[src/pkg/pup_defs.svh]
// register indices, field positions, reset values and codes of the port slice
// Function
// - port 8 pull-up select, bit per pin
// - port 9 eight-bit pull-up select register
// - pull-up connects only on input pins
// - output pins never get the pull-up
// - same gating for alternate-function pins
// - reset clears both pull-up selects
// - output pin drives written latch value
// - latch holds until next write
// - input pin write updates latch only
// - output pin read returns latch
// - input pin read returns pin level
// - output pin RMW works on latch
// - input pin RMW leaves latch undefined
// - bit operation acts on whole byte
`ifndef PUP_DEFS_SVH
`define PUP_DEFS_SVH

// ********************
// register indices (byte address is four times the index)
// ********************
`define PUP_IDX_PU8 16'hff38
`define PUP_IDX_PU9 16'hff39
`define PUP_IDX_P8 16'hff18
`define PUP_IDX_P9 16'hff19
`define PUP_IDX_BITOP 16'hff1f

// ********************
// reset values
// ********************
`define PUP_PU_RST 8'h00
`define PUP_LATCH_RST 8'h00

// ********************
// bit operation register fields
// ********************
`define PUP_BIT_IDX 0
`define PUP_BIT_TGT 3
`define PUP_BIT_OP 5
`define PUP_TGT_P8 2'h0
`define PUP_TGT_P9 2'h1
`define PUP_TGT_PU8 2'h2
`define PUP_TGT_PU9 2'h3
`define PUP_OP_CLR 2'h0
`define PUP_OP_SET 2'h1
`define PUP_OP_INV 2'h2

// ********************
// bus answers
// ********************
`define PUP_RESP_OKAY 2'h0
`define PUP_RESP_SLVERR 2'h2

`endif

[src/pkg/pup_pkg.sv]
// types shared by the port slice
package pup_pkg;

	typedef enum logic [2:0] {
		SEL_NONE,
		SEL_PU8,
		SEL_PU9,
		SEL_P8,
		SEL_P9,
		SEL_BIT
	} pup_sel_t;

	typedef struct packed {
		logic [1:0] out;
		logic [1:0] oe;
		logic [1:0] pull;
	} pup_pins2_t;

	typedef struct packed {
		logic [7:0] out;
		logic [7:0] oe;
		logic [7:0] pull;
	} pup_pins8_t;

endpackage

[src/logic/pup_port_slice.sv]
// pull-up select registers and output latches of the two-pin and eight-pin ports
//
// Implementation choice: register access over AXI4-Lite.
`timescale 1ns/1ps
`include "pup_defs.svh"
module pup_port_slice #(
	parameter int ADDR_W = 18
) (
	// clock and reset
	input wire logic clk,
	input wire logic nrst,
	// axi4-lite write address
	input wire logic [ADDR_W-1:0] awaddr,
	input wire logic awvalid,
	output logic awready,
	// axi4-lite write data
	input wire logic [31:0] wdata,
	input wire logic [3:0] wstrb,
	input wire logic wvalid,
	output logic wready,
	// axi4-lite write response
	output logic [1:0] bresp,
	output logic bvalid,
	input wire logic bready,
	// axi4-lite read address
	input wire logic [ADDR_W-1:0] araddr,
	input wire logic arvalid,
	output logic arready,
	// axi4-lite read data
	output logic [31:0] rdata,
	output logic [1:0] rresp,
	output logic rvalid,
	input wire logic rready,
	// direction from the mode register, 1 = input mode
	input wire logic [1:0] port8Dir,
	input wire logic [7:0] port9Dir,
	// pin levels
	input wire logic [1:0] port8PinIn,
	input wire logic [7:0] port9PinIn,
	// pin drive and pull-up enables
	output pup_pkg::pup_pins2_t port8Pins,
	output pup_pkg::pup_pins8_t port9Pins
);
	import pup_pkg::*;

	// ********************
	// decoding helpers
	// ********************

	// the two low address bits are ignored, so unaligned accesses hit the word
	function automatic pup_sel_t decodeSel(input logic [ADDR_W-1:0] a);
		logic [ADDR_W-3:0] idx;
		idx = a[ADDR_W-1:2];
		case (idx)
			(ADDR_W-2)'(`PUP_IDX_PU8): begin
				decodeSel = SEL_PU8;
			end
			(ADDR_W-2)'(`PUP_IDX_PU9): begin
				decodeSel = SEL_PU9;
			end
			(ADDR_W-2)'(`PUP_IDX_P8): begin
				decodeSel = SEL_P8;
			end
			(ADDR_W-2)'(`PUP_IDX_P9): begin
				decodeSel = SEL_P9;
			end
			(ADDR_W-2)'(`PUP_IDX_BITOP): begin
				decodeSel = SEL_BIT;
			end
			default: begin
				decodeSel = SEL_NONE;
			end
		endcase
	endfunction

	// output pins show the latch, input pins the pin level
	function automatic logic [7:0] portView(input logic [7:0] latch, input logic [7:0] pin,
		input logic [7:0] dir);
		portView = (latch & ~dir) | (pin & dir);
	endfunction

	// ********************
	// state
	// ********************

	logic awHeld;
	logic wHeld;
	logic [ADDR_W-1:0] awAddr;
	logic [31:0] wData;
	logic wLane0;
	logic [1:0] pu8;
	logic [7:0] pu9;
	logic [1:0] latch8;
	logic [7:0] latch9;

	// ********************
	// write channel handshake
	// ********************

	wire awTake = awvalid & awready;
	wire wTake = wvalid & wready;
	wire doWrite = awHeld & wHeld & ~bvalid;
	wire next_awHeld = (awHeld | awTake) & ~doWrite;
	wire next_wHeld = (wHeld | wTake) & ~doWrite;
	wire next_bvalid = doWrite | (bvalid & ~bready);
	wire pup_sel_t wSel = decodeSel(awAddr);
	// only lane 0 carries data; a write without it changes nothing
	wire wEn = doWrite & wLane0;

	// ********************
	// views seen by reads and bit operations
	// ********************

	wire [7:0] view8 = portView({6'h00, latch8}, {6'h00, port8PinIn}, {6'h00, port8Dir});
	wire [7:0] view9 = portView(latch9, port9PinIn, port9Dir);

	// ********************
	// bit operation, done as a byte read-modify-write
	// ********************

	wire [2:0] bitIdx = wData[`PUP_BIT_IDX +: 3];
	wire [1:0] bitTgt = wData[`PUP_BIT_TGT +: 2];
	wire [1:0] bitOp = wData[`PUP_BIT_OP +: 2];
	wire [7:0] bitMask = 8'h01 << bitIdx;
	// input bits read back as pin levels, so their latch bits lose the old value
	wire [7:0] bitSrc = (bitTgt == `PUP_TGT_P8) ? view8 :
		(bitTgt == `PUP_TGT_P9) ? view9 :
		(bitTgt == `PUP_TGT_PU8) ? {6'h00, pu8} : pu9;
	wire [7:0] bitRes = (bitOp == `PUP_OP_CLR) ? (bitSrc & ~bitMask) :
		(bitOp == `PUP_OP_SET) ? (bitSrc | bitMask) :
		(bitOp == `PUP_OP_INV) ? (bitSrc ^ bitMask) : bitSrc;
	wire bitEn = wEn & (wSel == SEL_BIT);

	// ********************
	// next register values
	// ********************

	// byte writes or bit operations both land here
	wire [7:0] next_pu8Full = (wEn & (wSel == SEL_PU8)) ? wData[7:0] :
		(bitEn & (bitTgt == `PUP_TGT_PU8)) ? bitRes : {6'h00, pu8};
	// upper bits of port 8 select are not stored
	wire [1:0] next_pu8 = next_pu8Full[1:0];
	wire [7:0] next_pu9 = (wEn & (wSel == SEL_PU9)) ? wData[7:0] :
		(bitEn & (bitTgt == `PUP_TGT_PU9)) ? bitRes : pu9;
	// latch written whatever the direction; holds otherwise
	wire [7:0] next_latch8Full = (wEn & (wSel == SEL_P8)) ? wData[7:0] :
		(bitEn & (bitTgt == `PUP_TGT_P8)) ? bitRes : {6'h00, latch8};
	wire [1:0] next_latch8 = next_latch8Full[1:0];
	wire [7:0] next_latch9 = (wEn & (wSel == SEL_P9)) ? wData[7:0] :
		(bitEn & (bitTgt == `PUP_TGT_P9)) ? bitRes : latch9;
	wire [1:0] next_bresp = (wSel == SEL_NONE) ? `PUP_RESP_SLVERR : `PUP_RESP_OKAY;

	// ********************
	// read channel
	// ********************

	wire arTake = arvalid & arready;
	wire next_rvalid = arTake | (rvalid & ~rready);
	wire pup_sel_t rSel = decodeSel(araddr);
	wire [7:0] rByte = (rSel == SEL_PU8) ? {6'h00, pu8} :
		(rSel == SEL_PU9) ? pu9 :
		(rSel == SEL_P8) ? view8 :
		(rSel == SEL_P9) ? view9 : 8'h00;
	wire [1:0] rRespSel = (rSel == SEL_NONE) ? `PUP_RESP_SLVERR : `PUP_RESP_OKAY;

	// ********************
	// pin side
	// ********************

	// pin counts of the two ports
	localparam int P8_PINS = 2;
	localparam int P9_PINS = 8;

	// driver on only for output pins; pull-up only for input pins, alternate use included
	logic [1:0] next_oe8;
	logic [7:0] next_oe9;
	logic [1:0] next_pull8;
	logic [7:0] next_pull9;

	// a select bit alone never reaches a pin; an output must not fight its own pull-up
	generate
		for (genvar i = 0; i < P8_PINS; i++) begin : g_pin8
			assign next_oe8[i] = ~port8Dir[i];
			assign next_pull8[i] = next_pu8[i] & port8Dir[i];
		end
	endgenerate

	generate
		for (genvar i = 0; i < P9_PINS; i++) begin : g_pin9
			assign next_oe9[i] = ~port9Dir[i];
			assign next_pull9[i] = next_pu9[i] & port9Dir[i];
		end
	endgenerate

	// ********************
	// write path flops
	// ********************

	// address and data may come in either order; each waits here for the other
	always_ff @(posedge clk or negedge nrst) begin
		if (!nrst) begin
			awHeld <= 1'b0;
			wHeld <= 1'b0;
		end else begin
			awHeld <= next_awHeld;
			wHeld <= next_wHeld;
		end
	end

	// decode runs from the held address, so the master may drop the bus early
	always_ff @(posedge clk or negedge nrst) begin
		if (!nrst) begin
			awAddr <= '0;
		end else if (awTake) begin
			awAddr <= awaddr;
		end
	end

	// only the lane 0 strobe is kept; the other lanes carry nothing
	always_ff @(posedge clk or negedge nrst) begin
		if (!nrst) begin
			wData <= 32'h0000_0000;
			wLane0 <= 1'b0;
		end else if (wTake) begin
			wData <= wdata;
			wLane0 <= wstrb[0];
		end
	end

	// readies stay low while a response waits, so a second write cannot overtake it
	always_ff @(posedge clk or negedge nrst) begin
		if (!nrst) begin
			awready <= 1'b0;
			wready <= 1'b0;
		end else begin
			awready <= ~next_awHeld & ~next_bvalid;
			wready <= ~next_wHeld & ~next_bvalid;
		end
	end

	// the code is caught with the write, so it stands as long as bvalid does
	always_ff @(posedge clk or negedge nrst) begin
		if (!nrst) begin
			bvalid <= 1'b0;
			bresp <= `PUP_RESP_OKAY;
		end else begin
			bvalid <= next_bvalid;
			if (doWrite) begin
				bresp <= next_bresp;
			end
		end
	end

	// ********************
	// read path flops
	// ********************

	// one read at a time: the address is refused while an answer waits
	always_ff @(posedge clk or negedge nrst) begin
		if (!nrst) begin
			arready <= 1'b0;
			rvalid <= 1'b0;
		end else begin
			arready <= ~next_rvalid;
			rvalid <= next_rvalid;
		end
	end

	// data caught at the address edge stands until the master takes it
	// unmapped reads answer zero together with the error code
	always_ff @(posedge clk or negedge nrst) begin
		if (!nrst) begin
			rdata <= 32'h0000_0000;
			rresp <= `PUP_RESP_OKAY;
		end else if (arTake) begin
			rdata <= {24'h000000, rByte};
			rresp <= rRespSel;
		end
	end

	// ********************
	// option registers and latches
	// ********************

	// only the two implemented select bits are stored; the rest read zero
	always_ff @(posedge clk or negedge nrst) begin
		if (!nrst) begin
			pu8 <= 2'h0;
		end else begin
			pu8 <= next_pu8;
		end
	end

	// cleared by reset so that no pin starts pulled up
	always_ff @(posedge clk or negedge nrst) begin
		if (!nrst) begin
			pu9 <= `PUP_PU_RST;
		end else begin
			pu9 <= next_pu9;
		end
	end

	// a latch is written whatever the direction; an input pin just does not show it
	// port 8 keeps only its two latch bits
	always_ff @(posedge clk or negedge nrst) begin
		if (!nrst) begin
			latch8 <= 2'h0;
		end else begin
			latch8 <= next_latch8;
		end
	end

	// a bit operation on port 9 rebuilds every input bit from the pin level read back
	always_ff @(posedge clk or negedge nrst) begin
		if (!nrst) begin
			latch9 <= `PUP_LATCH_RST;
		end else begin
			latch9 <= next_latch9;
		end
	end

	// ********************
	// pin flops
	// ********************

	// pins start undriven and without pull-up
	always_ff @(posedge clk or negedge nrst) begin
		if (!nrst) begin
			port8Pins <= '0;
		end else begin
			port8Pins <= '{out: next_latch8, oe: next_oe8, pull: next_pull8};
		end
	end

	// pins follow the register at the very edge that writes it
	always_ff @(posedge clk or negedge nrst) begin
		if (!nrst) begin
			port9Pins <= '0;
		end else begin
			port9Pins <= '{out: next_latch9, oe: next_oe9, pull: next_pull9};
		end
	end

endmodule

[config.mk]
export PLATFORM = sky130hd
export DESIGN_NAME = pup_port_slice
export DESIGN_NICKNAME = d
export VERILOG_FILES = /design/src/pkg/pup_pkg.sv /design/src/logic/pup_port_slice.sv
export VERILOG_INCLUDE_DIRS = /design/src /design/src/pkg
export SDC_FILE = /design/constraint.sdc
export NUM_CORES = 1
export LEC_CHECK = 0
export ABC_CLOCK_PERIOD_IN_PS = 2900
export BUFFER_PORTS_ARGS = -buffer_cell sky130_fd_sc_hd__buf_2
export CAP_MARGIN = 20
export CORE_MARGIN = 2
export CORE_UTILIZATION = 40
export DETAILED_ROUTE_END_ITERATION = 6
export PLACE_DENSITY = 0.69
export SLEW_MARGIN = 20
export SYNTH_ARGS = -nofsm -noshare
export SYNTH_HDL_FRONTEND = slang
export SYNTH_SLANG_ARGS = --single-unit
[constraint.sdc]
create_clock -name clk -period 2.9 [get_ports clk]
set_input_delay 0.145 -clock clk [delete_from_list [all_inputs] [get_ports clk]]
set_output_delay 0.145 -clock clk [all_outputs]
set_load 0.02 [all_outputs]
==> results.yml <==
outcome:
  status: "finished, violations left"
  violations: "design-rule violations"
global_routing:
  antenna_found_initial: 1
  use_met3_pct: 4.66
  busiest_layer: "met2"
  use_met2_pct: 31.3
  grt_start_max_net_pins: 83
  use_met1_pct: 21.9
  grt_pass1_vias: 3804
  grt.total_usage_pct: 18.2
  grt_pass1_wl_mm: 18.5
  gr-total-overflow: 0
critical_path:
  reg2reg_depth: 9
  reg2reg_slack_ns: 0.12
  worstPathArrival_ns: 3.05
  required_ns: 3.12
  r2r_end: "latch8[1]"
  rr_startpoint: "latch8[1]"
  critPathLaunch: "port9Dir[1]"
  critPathKind: "in2reg"
  cp-end-kind: "register"
  cp-endpoint: "latch8[1]"
  path_max_fanout: 4
  critPathLaunchType: "input pin"
floorplan:
  fp.dieH_um: 113
  coreArea_mm2: 0.0115
  initial_core_util_pct: 41.4
  io_pins: 170
  num_rows: 39
  die_area_mm2: 0.0128
  die_w_um: 113
flow_run:
  max_cap_violations: 0
power:
  peakVddDrop_uv: 418
  comb_power_share_pct: 40.1
  powerDensity_mw_per_mm2: 781
  swShare_pct: 37.2
  p_leak_nw: 2.72
  p_int_mw: 2.81
  clkPwrFrac_pct: 23.0
  pwr-share-seq_pct: 36.9
  power.switching_mw: 1.67
sta:
  skew_ns: 0.0102
  whs_ns: 0.00969
  fin_crit_sh_pct: 97.7
  setup_ws_ns: 0.0667
  slew_headroom_pct: 48.9
  period_minus_slack_ns: 2.83
  tightest_slew_ns: 0.761
  report.final.slew_viol_count: 0
  finalSetupViolations: 0
  hold_viol: 0
  fmax_mhz: 353
synthesis:
  ys_seq_area_share_pct: 43.0
  yosysTopAreaCell: "dfrtp_1"
  synthArstFlopShare_pct: 100
  yosys_warnings: 0
  synth_top_area_share_pct: 43.0
  synth_cells: 460
  syn-cell-area_mm2: 0.00477
  ys_ff_latch: 82
  yosysMostFrequentCell: "dfrtp_1"
  yosys-top-cells-area: "dfrtp_1 (43%), mux2_2 (9.7%), buf_4 (4.2%), ha_1 (4.2%), a21oi_1 (2.9%)"
  syn_avg_cell_area_um2: 10.4
  ys_top_cells_by_count: "dfrtp_1 (82), mux2_2 (41), a21oi_1 (28)"
  ys_types: 60
  synth_edf_count: 0
  ys.flop_type: "dfrtp_1"
min_path:
  hp-class: "in2reg"
  hp-start: "port9Dir[5]"
  min_path_cells: 2
cts:
  clk_latency_ns: 0.34
  ctsHtreeMaxLevel: 3
  cts_tree: "done"
  clock-sinks: 82
  path_clk_slew_ns: 0.06
  cts_buffers: 9
  clockRootBuffer: "clkbuf_16"
  clock_path_buffers: 2
layout:
  multiInputGateArea_mm2: 0.00246
  drive_gt1_share_pct: 34.1
  syn_to_final_growth_pct: 20.1
  fin_util_pct: 49.7
  seqCellArea_mm2: 0.00205
  layout.cells.non_filler: 725
  fill_cells: 1062
  final_nets: 691
  final_area_mm2: 0.00573
drt:
  vias: 3845
  first_pass_iters: 6
  ant_nets: 0
  detail_route.wl_per_cell_um: 15.8
  wirelength_mm: 11.5
  vias_per_cell: 5.30
  drc: 24
  initialDrtViolationCount: 199
placement:
  place_area_mm2: 0.00538
  placedCellCount: 704
  dpl.hpwl_mm: 8.49
  port_buffers: 112
  place_ws_ns: 0.161
  place_congestion: 0.834
[state kept, by name, summed over array words and instances (netlist names), 4 cells and up]
| register | count |
|---|---|
| awAddr | 16 |
| port9Pins | 16 |
| latch9 | 8 |
| pu9 | 8 |
| rdata | 8 |
| wData | 8 |
| port8Pins | 4 |
[kinds of logic after synthesis]
kind of cell	Yosys count	share of synthesized area, %
buffers and inverters	67	7.92
AOI/OAI and AO/OA	86	12.4
muxes	61	14.5
xor gates and xnor gates	3	0.551
DFF	82	43.0
other	1	0.0786
and+or+nand+nor	144	17.3
adders and majority gates	16	4.20
[metal layers]
layer	up-vias	share of wire [%]
li1	1839	-
met1	1841	42
met2	143	49
met3	22	7.1
met4	0	2.1
met5	-	0
[per-stage QoR]
step | setup TNS [ns] | power, mW
after floorplan | 0 | 2.98
after global placement | 0 | 3.29
after detailed placement | 0 | 3.38
after CTS | 0 | 4.44
after global routing | -0.00252 | 4.80
final | 0 | 4.47
[cells in the final DEF, fill, tap and decap left out, types with 7 or more instances in the layout]
cell type and instances:
inv_1 19, mux2_2 39, nor2b_1 9, dfrtp_1 82, a21oi_1 28, conb_1 26
buf_4 13, o21ai_0 8, a22oi_1 8, nand3_1 21, nor2_1 23, clkbuf_16 9
mux2i_1 14, nand3b_1 7, buf_2 107, nand2b_1 14, nand2_1 26, a211oi_1 8
ha_1 16
[timing repair]
action | 4_1_cts | 5_1_grt
endpoints found under the hold margin | 4 | 82
endpoints found under the setup margin | 0 | 4
resized for setup | 0 | 12
buffers inserted | 0 | 3
hold buffers | 4 | 1
[critical path, stage by stage]
cell and delay [ns]:
dlygate4sd3_1 0.57, mux2_2 0.36, mux4_2 0.51, inv_2 0.07
ha_1 0.22, mux2i_1 0.14, nor2_1 0.08, a311o_1 0.41
mux2_2 0.27, mux2_2 0.26
[power by group through the flow]
stage          registers, mW  logic, mW  clock network [mW]
4_1_cts                 1.65       1.74                1.05
5_1_grt                 1.70       2.00                1.10
6_report                1.65       1.79                1.03
3_5_place_dp            1.67       1.71                   0
3_3_place_gp            1.65       1.65                   0
2_1_floorplan           1.59       1.39                   0
[layout make-up]
| class | instances | area share (%) |
|---|---|---|
| multi-input cells | 336 | 42.9 |
| flip-flops and latches | 82 | 35.8 |
| repair buffers | 126 | 12.1 |
| clock buffers | 11 | 4.06 |
| well taps | 143 | 3.12 |
| inverters | 21 | 1.38 |
| clock inverters | 5 | 0.546 |
| diodes | 1 | 0.0437 |
[worst min path at each step]
| stage | endpoint | slack, ns |
|---|---|---|
| finish | port9Pins[13] | 0.01 |
| global route | port9Pins[13] | 0.02 |
| CTS | port9Pins[13] | 0.004 |
| detailed placement | port9Pins[8] | 0.34 |
| global placement | port9Pins[8] | 0.33 |
| floorplan | arready | -0.15 |
Power figures use the tool's default switching activity.
